<file path="src/logic/bpc_pkg.sv">
// Constants and types for the buffered port with its clock block.
// Assumes one 40 MHz clock; the core issues commands on a valid and ready handshake port.
// Summary of operation
// - Partial width must be nonzero, below transfer width, multiple of port width
// - Partial input result undefined if shift register already holds enough bits
// - Timestamped partial input returns captured bits and a timestamp
// - Partial output drives only the n low bits of the value
// - Timestamped partial output returns timestamp of the output transfer
// - Clock block produces no edges until started
// - Starting the clock block clears attached port counters to zero
// - Stop waits until clock output is low, then stops; with div_half of 0 or 1 the clock block never stops
// - Stopped clock block generates no edges
package bpc_pkg;
    localparam int PORT_W      = 4;
    localparam int XFER_W      = 32;
    localparam int CNT_W       = 16;
    localparam int WID_W       = 6;
    localparam int DIV_W       = 8;
    localparam int SHCNT_W     = 6;
    localparam logic [DIV_W-1:0] DIV_RESET = 8'h01;
    localparam logic [CNT_W-1:0] CNT_RESET = 16'h0000;

    typedef enum logic [2:0] {
        BPC_CMD_IN  = 3'h1,
        BPC_CMD_OUT = 3'h2,
        BPC_CMD_START = 3'h3,
        BPC_CMD_STOP  = 3'h4
    } bpc_cmd_t;

    typedef enum logic [2:0] {
        BPC_CK_STOPPED  = 3'b001,
        BPC_CK_RUNNING  = 3'b010,
        BPC_CK_STOPWAIT = 3'b100
    } bpc_ck_state_t;

    typedef enum logic [3:0] {
        BPC_PT_IDLE  = 4'b0001,
        BPC_PT_IN    = 4'b0010,
        BPC_PT_OUT   = 4'b0100,
        BPC_PT_RESP  = 4'b1000
    } bpc_pt_state_t;
endpackage

</file>
<file path="src/logic/bpc_port.sv">
// Buffered port: partial input and output through a shift register,
// timestamped by a port counter that runs on the attached clock block.
// Assumes the core issues one command at a time and drains responses.
// Transfers wait for a running clock; start it before the first one.
`timescale 1ns/1ps
module bpc_port
(
    input  wire logic                         clk,
    input  wire logic                         rst_n,
    input  wire logic                         cmd_valid,
    output logic                              cmd_ready,
    input  wire logic [2:0]                   cmd_op,
    input  wire logic [bpc_pkg::WID_W-1:0]    cmd_width,
    input  wire logic [bpc_pkg::XFER_W-1:0]   cmd_value,
    input  wire logic [bpc_pkg::DIV_W-1:0]    div_half,
    output logic                              rsp_valid,
    input  wire logic                         rsp_ready,
    output logic [bpc_pkg::XFER_W-1:0]        rsp_data,
    output logic [bpc_pkg::CNT_W-1:0]         rsp_time,
    output logic                              exception,
    output logic                              port_clk,
    output logic                              clk_running,
    input  wire logic [bpc_pkg::PORT_W-1:0]   pin_in,
    output logic [bpc_pkg::PORT_W-1:0]        pin_out,
    output logic [bpc_pkg::PORT_W-1:0]        pin_oe
);
    localparam int RSP_W = bpc_pkg::XFER_W + bpc_pkg::CNT_W;

    bpc_pkg::bpc_pt_state_t          state_q;
    logic [bpc_pkg::XFER_W-1:0]      shreg_q;
    logic [bpc_pkg::WID_W-1:0]       left_q;
    logic [bpc_pkg::WID_W-1:0]       width_q;
    logic [bpc_pkg::CNT_W-1:0]       cnt_q;
    logic [bpc_pkg::CNT_W-1:0]       stamp_q;
    logic [bpc_pkg::XFER_W-1:0]      res_q;
    logic [bpc_pkg::PORT_W-1:0]      pin_out_q;
    logic                            oe_q;
    logic                            exc_q;
    logic                            stop_pend_q;
    logic [bpc_pkg::PORT_W-1:0]      pin_s1_q;
    logic [bpc_pkg::PORT_W-1:0]      pin_s2_q;
    bpc_pkg::bpc_pt_state_t          state_d;
    logic [bpc_pkg::XFER_W-1:0]      shreg_d;
    logic [bpc_pkg::WID_W-1:0]       left_d;
    logic [bpc_pkg::WID_W-1:0]       width_d;
    logic                            exc_d;

    wire                             rise;
    wire                             fall;
    wire                             cnt_clear;
    wire                             stop_done;
    wire                             is_in;
    wire                             is_out;
    wire                             is_start;
    wire                             is_stop;
    wire                             width_ok;
    wire                             take;
    wire                             buf_ready;
    wire                             last_in;
    wire                             last_out;
    wire [bpc_pkg::XFER_W-1:0]       val_mask;
    wire [bpc_pkg::XFER_W-1:0]       in_shift;
    wire [RSP_W-1:0]                 buf_out;
    wire                             width_nz;
    wire                             width_lt;
    wire                             width_mul;
    wire                             start_go;
    wire                             stop_go;
    wire                             rsp_push;
    wire [RSP_W-1:0]                 rsp_word;
    wire                             capture;
    wire                             drive;
    wire                             done_in;
    wire                             done_out;
    wire [bpc_pkg::XFER_W-1:0]       in_align;

    // Command decode
    assign is_in    = (cmd_op == bpc_pkg::BPC_CMD_IN);
    assign is_out   = (cmd_op == bpc_pkg::BPC_CMD_OUT);
    assign is_start = (cmd_op == bpc_pkg::BPC_CMD_START);
    assign is_stop  = (cmd_op == bpc_pkg::BPC_CMD_STOP);
    assign take      = cmd_valid && cmd_ready;
    assign start_go  = take && is_start;
    assign stop_go   = take && is_stop;
    assign width_nz  = (cmd_width != '0);
    assign width_lt  = (cmd_width < 6'(bpc_pkg::XFER_W));
    assign width_mul = (cmd_width[1:0] == 2'h0);
    assign width_ok  = width_nz && width_lt && width_mul;
    assign cmd_ready = (state_q == bpc_pkg::BPC_PT_IDLE) && !stop_pend_q;
    assign val_mask  = (32'h00000001 << cmd_width) - 32'h00000001;
    assign in_shift  = {pin_s2_q, shreg_q[bpc_pkg::XFER_W-1:bpc_pkg::PORT_W]};
    assign last_in   = (left_q == 6'(bpc_pkg::PORT_W));
    assign last_out  = (left_q == 6'(bpc_pkg::PORT_W));
    assign exception = exc_q;
    assign pin_out   = pin_out_q;
    assign pin_oe    = {bpc_pkg::PORT_W{oe_q}};

    // sample on rise, drive on fall
    assign capture   = (state_q == bpc_pkg::BPC_PT_IN) && rise;
    assign drive     = (state_q == bpc_pkg::BPC_PT_OUT) && fall;
    assign done_in   = capture && last_in;
    assign done_out  = drive && last_out;
    assign in_align  = in_shift >> (6'(bpc_pkg::XFER_W) - width_q);

    // Response word into the buffer
    assign rsp_push  = (state_q == bpc_pkg::BPC_PT_RESP);
    assign rsp_word  = {res_q, stamp_q};

    bpc_clock_block u_ck
    (
        .clk       (clk),
        .rst_n     (rst_n),
        .div_half  (div_half),
        .start     (start_go),
        .stop      (stop_go),
        .port_clk  (port_clk),
        .rise      (rise),
        .fall      (fall),
        .cnt_clear (cnt_clear),
        .stop_done (stop_done),
        .running   (clk_running)
    );

    bpc_skid #(.W(RSP_W)) u_buf
    (
        .clk       (clk),
        .rst_n     (rst_n),
        .in_valid  (rsp_push),
        .in_ready  (buf_ready),
        .in_data   (rsp_word),
        .out_valid (rsp_valid),
        .out_ready (rsp_ready),
        .out_data  (buf_out)
    );

    assign rsp_data = buf_out[RSP_W-1:bpc_pkg::CNT_W];
    assign rsp_time = buf_out[bpc_pkg::CNT_W-1:0];

    // Pin synchroniser
    always_ff @(posedge clk or negedge rst_n)
    begin
        if (!rst_n)
        begin
            pin_s1_q <= '0;
            pin_s2_q <= '0;
        end
        else
        begin
            pin_s1_q <= pin_in;
            pin_s2_q <= pin_s1_q;
        end
    end

    // Port counter
    always_ff @(posedge clk or negedge rst_n)
    begin
        if (!rst_n)
            cnt_q <= bpc_pkg::CNT_RESET;
        else if (cnt_clear)
            cnt_q <= bpc_pkg::CNT_RESET;
        else if (rise)
            cnt_q <= cnt_q + 16'h0001;
    end

    // Stop stall
    always_ff @(posedge clk or negedge rst_n)
    begin
        if (!rst_n)
            stop_pend_q <= 1'b0;
        else if (stop_go)
            stop_pend_q <= 1'b1;
        else if (stop_done || !clk_running)
            stop_pend_q <= 1'b0;
    end

    // Transfer sequencer
    always_comb
    begin
        state_d = state_q;
        shreg_d = shreg_q;
        left_d  = left_q;
        width_d = width_q;
        exc_d   = 1'b0;
        case (state_q)
            bpc_pkg::BPC_PT_IDLE:
            begin
                if (take && (is_in || is_out))
                begin
                    if (!width_ok)
                        exc_d = 1'b1;
                    else if (is_in)
                    begin
                        left_d  = cmd_width;
                        width_d = cmd_width;
                        shreg_d = '0;
                        state_d = bpc_pkg::BPC_PT_IN;
                    end
                    else
                    begin
                        left_d  = cmd_width;
                        shreg_d = cmd_value & val_mask;
                        state_d = bpc_pkg::BPC_PT_OUT;
                    end
                end
            end
            bpc_pkg::BPC_PT_IN:
            begin
                if (capture)
                begin
                    shreg_d = in_shift;
                    left_d  = left_q - 6'(bpc_pkg::PORT_W);
                    if (last_in)
                        state_d = bpc_pkg::BPC_PT_RESP;
                end
            end
            bpc_pkg::BPC_PT_OUT:
            begin
                if (drive)
                begin
                    shreg_d = shreg_q >> bpc_pkg::PORT_W;
                    left_d  = left_q - 6'(bpc_pkg::PORT_W);
                    if (last_out)
                        state_d = bpc_pkg::BPC_PT_RESP;
                end
            end
            bpc_pkg::BPC_PT_RESP:
            begin
                if (buf_ready)
                    state_d = bpc_pkg::BPC_PT_IDLE;
            end
            default:
                state_d = bpc_pkg::BPC_PT_IDLE;
        endcase
    end

    always_ff @(posedge clk or negedge rst_n)
    begin
        if (!rst_n)
        begin
            state_q <= bpc_pkg::BPC_PT_IDLE;
            shreg_q <= '0;
            left_q  <= '0;
            width_q <= '0;
            exc_q   <= 1'b0;
        end
        else
        begin
            state_q <= state_d;
            shreg_q <= shreg_d;
            left_q  <= left_d;
            width_q <= width_d;
            exc_q   <= exc_d;
        end
    end

    // Pin drivers
    always_ff @(posedge clk or negedge rst_n)
    begin
        if (!rst_n)
        begin
            pin_out_q <= '0;
            oe_q      <= 1'b0;
        end
        else if (drive)
        begin
            pin_out_q <= shreg_q[bpc_pkg::PORT_W-1:0];
            oe_q      <= 1'b1;
        end
    end

    // Result and timestamp capture
    always_ff @(posedge clk or negedge rst_n)
    begin
        if (!rst_n)
        begin
            stamp_q <= '0;
            res_q   <= '0;
        end
        else if (done_in)
        begin
            stamp_q <= cnt_q;
            res_q   <= in_align;
        end
        else if (done_out)
        begin
            stamp_q <= cnt_q;
            res_q   <= '0;
        end
    end
endmodule

</file>
<file path="src/logic/bpc_clock_block.sv">
// Clock block: divides clk into a port clock with start and stop control.
// Assumes the divider value is held stable while the clock runs.
`timescale 1ns/1ps
module bpc_clock_block
(
    input  wire logic                       clk,
    input  wire logic                       rst_n,
    input  wire logic [bpc_pkg::DIV_W-1:0]  div_half,
    input  wire logic                       start,
    input  wire logic                       stop,
    output logic                            port_clk,
    output logic                            rise,
    output logic                            fall,
    output logic                            cnt_clear,
    output logic                            stop_done,
    output logic                            running
);
    bpc_pkg::bpc_ck_state_t      state_q;
    bpc_pkg::bpc_ck_state_t      state_d;
    logic [bpc_pkg::DIV_W-1:0]   div_q;
    logic                        port_clk_q;
    wire                         tick;
    wire                         gen;

    assign gen  = (state_q != bpc_pkg::BPC_CK_STOPPED);
    assign tick = gen && (div_q == 8'h01 || div_q == 8'h00);
    assign rise = tick && !port_clk_q;
    assign fall = tick && port_clk_q;
    assign port_clk  = port_clk_q;
    assign running   = gen;
    assign cnt_clear = start;
    assign stop_done = (state_q == bpc_pkg::BPC_CK_STOPWAIT) && !port_clk_q && !rise;

    always_comb
    begin
        state_d = state_q;
        case (state_q)
            bpc_pkg::BPC_CK_STOPPED:
            begin
                if (start)
                    state_d = bpc_pkg::BPC_CK_RUNNING;
            end
            bpc_pkg::BPC_CK_RUNNING:
            begin
                if (stop)
                    state_d = bpc_pkg::BPC_CK_STOPWAIT;
            end
            bpc_pkg::BPC_CK_STOPWAIT:
            begin
                if (stop_done || (!port_clk_q && !rise))
                    state_d = bpc_pkg::BPC_CK_STOPPED;
            end
            default:
                state_d = bpc_pkg::BPC_CK_STOPPED;
        endcase
    end

    always_ff @(posedge clk or negedge rst_n)
    begin
        if (!rst_n)
        begin
            state_q    <= bpc_pkg::BPC_CK_STOPPED;
            div_q      <= bpc_pkg::DIV_RESET;
            port_clk_q <= 1'b0;
        end
        else
        begin
            state_q <= state_d;
            if (!gen || start)
                div_q <= div_half;
            else if (tick)
                div_q <= div_half;
            else
                div_q <= div_q - 8'h01;
            if (start)
                port_clk_q <= 1'b0;
            else if (tick)
                port_clk_q <= !port_clk_q;
        end
    end
endmodule

</file>
<file path="src/logic/bpc_skid.sv">
// Two-entry buffer with valid and ready on both sides.
// Assumes source and sink on the same clock.
`timescale 1ns/1ps
module bpc_skid
#(
    parameter int W = 8
)
(
    input  wire logic         clk,
    input  wire logic         rst_n,
    input  wire logic         in_valid,
    output logic              in_ready,
    input  wire logic [W-1:0] in_data,
    output logic              out_valid,
    input  wire logic         out_ready,
    output logic [W-1:0]      out_data
);
    logic [W-1:0] mem_q [2];
    logic         wp_q;
    logic         rp_q;
    logic [1:0]   cnt_q;
    wire          push;
    wire          pop;

    assign in_ready  = (cnt_q != 2'h2);
    assign out_valid = (cnt_q != 2'h0);
    assign out_data  = mem_q[rp_q];
    assign push      = in_valid && in_ready;
    assign pop       = out_valid && out_ready;

    always_ff @(posedge clk or negedge rst_n)
    begin
        if (!rst_n)
        begin
            wp_q  <= 1'b0;
            rp_q  <= 1'b0;
            cnt_q <= 2'h0;
            mem_q[0] <= '0;
            mem_q[1] <= '0;
        end
        else
        begin
            if (push)
            begin
                mem_q[wp_q] <= in_data;
                wp_q        <= !wp_q;
            end
            if (pop)
                rp_q <= !rp_q;
            cnt_q <= cnt_q + {1'b0, push} - {1'b0, pop};
        end
    end
endmodule

</file>
<file path="config.mk">
export PLATFORM = sky130hd
export DESIGN_NAME = bpc_port
export DESIGN_NICKNAME = d
export VERILOG_FILES = /design/src/logic/bpc_pkg.sv /design/src/logic/bpc_port.sv /design/src/logic/bpc_clock_block.sv /design/src/logic/bpc_skid.sv
export SDC_FILE = /design/constraint.sdc
export NUM_CORES = 1
export LEC_CHECK = 0
export BUFFER_PORTS_ARGS = -buffer_cell sky130_fd_sc_hd__buf_2
export CORE_ASPECT_RATIO = 1.75
export CORE_MARGIN = 2
export CORE_UTILIZATION = 54
export CTS_CLUSTER_DIAMETER = 30
export DETAILED_ROUTE_END_ITERATION = 10
export PLACE_DENSITY_LB_ADDON = 0.1
export REMOVE_ABC_BUFFERS = 1
export SKIP_LAST_GASP = 1
export SLEW_MARGIN = 0
export SYNTH_ARGS = -nofsm -noshare
export SYNTH_HDL_FRONTEND = slang
export SYNTH_SLANG_ARGS = --single-unit
</file>
<file path="constraint.sdc">
create_clock -name clk -period 5.2 [get_ports clk]
set_input_delay 1.04 -clock clk [delete_from_list [all_inputs] [get_ports clk]]
set_output_delay 1.04 -clock clk [all_outputs]
set_load 0.03 [all_outputs]
</file>
==> reports/results.ini <==
[pwr]
switching_share_pct=27.68
power_density_nw_per_um2=358.4
pwr-share-clk_pct=44.5
power.sequential.fraction_pct=40.4
comb_power_share_pct=15.1
power_switching_w=0.001466
internal_power_w=0.003831
power.leakage_nw=6.842
peakVddDrop_uv=536.0

[finish]
diodes=0
finalNetCount=1269
fillCellCount=1937
syn_to_final_growth_pct=15.30
regArea_um2=5987
drive_gt1_share_pct=35.82
fin_cells=1535
multi_input_area_um2=6381
design_area_um2=14780

[floorplanning]
start_util_pct=54.94
dieArea_um2=25040
core_area_um2=23330
die_w_um=120.5
fp.dieH_um=207.8
core.rowCount=74
ios=118

[hold_path]
min_path_cells=0
hold_path_startpoint=pin_s1_q[2]
holdPathEnd=pin_s2_q[2]
hold_class=reg -> reg

[critical_path]
crit_required_ns=4.16
worstSetupEndpointType=primary output
critical_path_class=reg -> out
r2r-start=width_q[0]
r2r_cells=6
crit_arrival_ns=2.31
r2r_end=res_q[2]
rrSetupSlack_ns=2.03
cp_max_fo=34
worst_setup_path_start_kind=flop

[timing]
clock-skew-final_ns=0.01888
slew_viol_final=0
max-slew-margin-rel_pct=26.15
tightest_slew_ns=1.080
setup_violations=0
hold_viol=0
post-route-period-util_pct=64.37
fmax_ghz=0.2987
rsz0062_at_grt=no
tns_ns=0
min_period_ns=3.347

[synthesis]
synth_cell_types=71
synth_top_cell_area_share_pct=46.07
synthFlopType=dfrtp_1
synth_edf_count=0
synthArstFlopShare_pct=100.0
yosysMostFrequentCell=dfrtp_1
ys_seq_area_share_pct=46.68
synthTopCellsByCount=dfrtp_1, mux2_2, nand2_1, nor2_1, a21oi_1
yosysTopAreaCell=dfrtp_1
syn-instance-count=1112
syn_area_um2=12820
ys_ff_latch=239
avgSynthCellArea_um2=11.53
yosys-top-cells-area=dfrtp_1, mux2_2, mux4_2, nand2_1, nor2_1
yosysWarnings=0

[outcome]
status=completed

[clock_tree]
cts-root-buf=clkbuf_16
cts_buffer_depth=3
worst_skew_pair.late_latency_ns=0.52
post-cts-setup-buffers=0
cts_tree=done
postCtsResizedCells=0
cts.sinks=239
h-tree-depth=2
path_clk_slew_ns=0.06
postCtsHoldBufs=0
cts_buffers=36

[global_route]
grt_pass1_vias=9216
use_met3_pct=2.995
grt_first_pass_wirelength_um=48650
top_usage_layer=met2
overflow=0
grt_util_met1_pct=29.69
use_met2_pct=42.86
grtUsageTotal_pct=24.25
grt_max_degree=132
antenna_found_initial=0

[drt]
drt_pass1_iterations=5
drc_errors=0
wl_per_cell_um=19.40
drt-total-wl_um=29790
via_count=9279
drtIter0Drc=526
antenna_left=0
vias_per_cell=6.045

[place]
io_buffers=114
dp.final_hpwl_um=20360
place_inst=1469
dpl_cell_area_um2=13580
gp_congestion=0.9481

[job]
max_cap_violations=0

==> layout by cell type, fill, tap and decap left out, types with 15 or more instances in the layout <==
cell / n
xnor2_1: 19
dfrtp_1: 234
mux2_2: 169
nand2_1: 86
mux4_2: 41
nor3_1: 15
nand4_1: 15
buf_4: 20
buf_2: 113
o21ai_0: 35
inv_1: 22
a32oi_1: 24
nand3_1: 24
mux2i_1: 25
a21oi_1: 48
clkbuf_16: 37
nor2_1: 68
==> logic make-up (layout without fill, tap and decap cells) <==
kind of cell               Yosys count  after routing  share of synthesized area, %
AOI/OAI and AO/OA                  200            200                         10.79
xor gates and xnor gates            33             33                         2.255
and+or+nand+nor                    292            292                         11.59
DFF                                239            239                         46.68
buffers and inverters              104            223                         3.806
adders and majority gates            9              9                        0.8784
muxes                              235            235                         24.00
==> final cells by class <==
class,instances,share of cell area (%)
Timing Repair Buffer,135,5.079
Inverter,22,0.5587
Clock inverter,20,1.354
Tap cell,304,2.573
Multi-Input combinational cell,769,43.17
Clock buffer,46,6.763
Sequential cell,239,40.50
==> sequential cells by signal, summed over array words and instances, names as in the netlist, 2 cells and up <==
| signal | flops |
|---|---|
| u_buf.cnt_q | 2 |
| shreg_q | 32 |
| pin_out | 4 |
| left_q | 6 |
| pin_s1_q | 4 |
| pin_s2_q | 4 |
| width_q | 6 |
| u_buf.mem_q | 96 |
| u_ck.div_q | 8 |
| cnt_q | 16 |
| u_ck.state_q | 3 |
| res_q | 32 |
| stamp_q | 16 |
| state_q | 4 |
==> stage by stage <==
stage	worst slack [ns]	util (%)	hold WS (ns)	total power (W)
after floorplan	0.02869	-	0.3312	0.002679
after global placement	1.626	58.21	0.3328	0.002953
after detailed placement	1.624	58.21	0.3364	0.002967
after CTS	1.813	63.35	0.3469	0.005346
after global routing	1.758	63.35	0.3565	0.005529
final	1.853	63.35	0.3452	0.005297
==> worst max-delay path by stage <==
stage                       startpoint           end  slack [ns]  cells past startpoint
final                       u_buf.rp_q  rsp_data[19]        1.85                      3
after detailed placement  cmd_width[3]   shreg_q[12]        1.62                      9
after floorplan             width_q[0]      res_q[2]        0.03                      6
after CTS                   u_buf.rp_q  rsp_data[19]        1.81                      3
after global placement    cmd_width[3]   shreg_q[12]        1.63                      9
after global routing        u_buf.rp_q  rsp_data[19]        1.76                      3
==> critical path: stages (launching register included) <==
cell and delay (ns):
dfrtp_2 0.64, buf_4 0.51, mux2_2 0.43, buf_2 0.19
==> routing by layer <==
layer,share of wire (%),vias to the layer above
li1,-,4310
met1,39,4649
met2,54,253
met3,4.0,67
met4,3.6,0
met5,0,-
==> power by group through the flow <==
stage                     clock (W)  combinational (W)  sequential [W]
after floorplan                   0           0.000534         0.00214
after global placement            0           0.000789         0.00216
after detailed placement          0           0.000798         0.00217
after CTS                   0.00241           0.000804         0.00214
after global routing        0.00250           0.000873         0.00216
final                       0.00236           0.000798         0.00214
(Power assumes the default switching activity.)
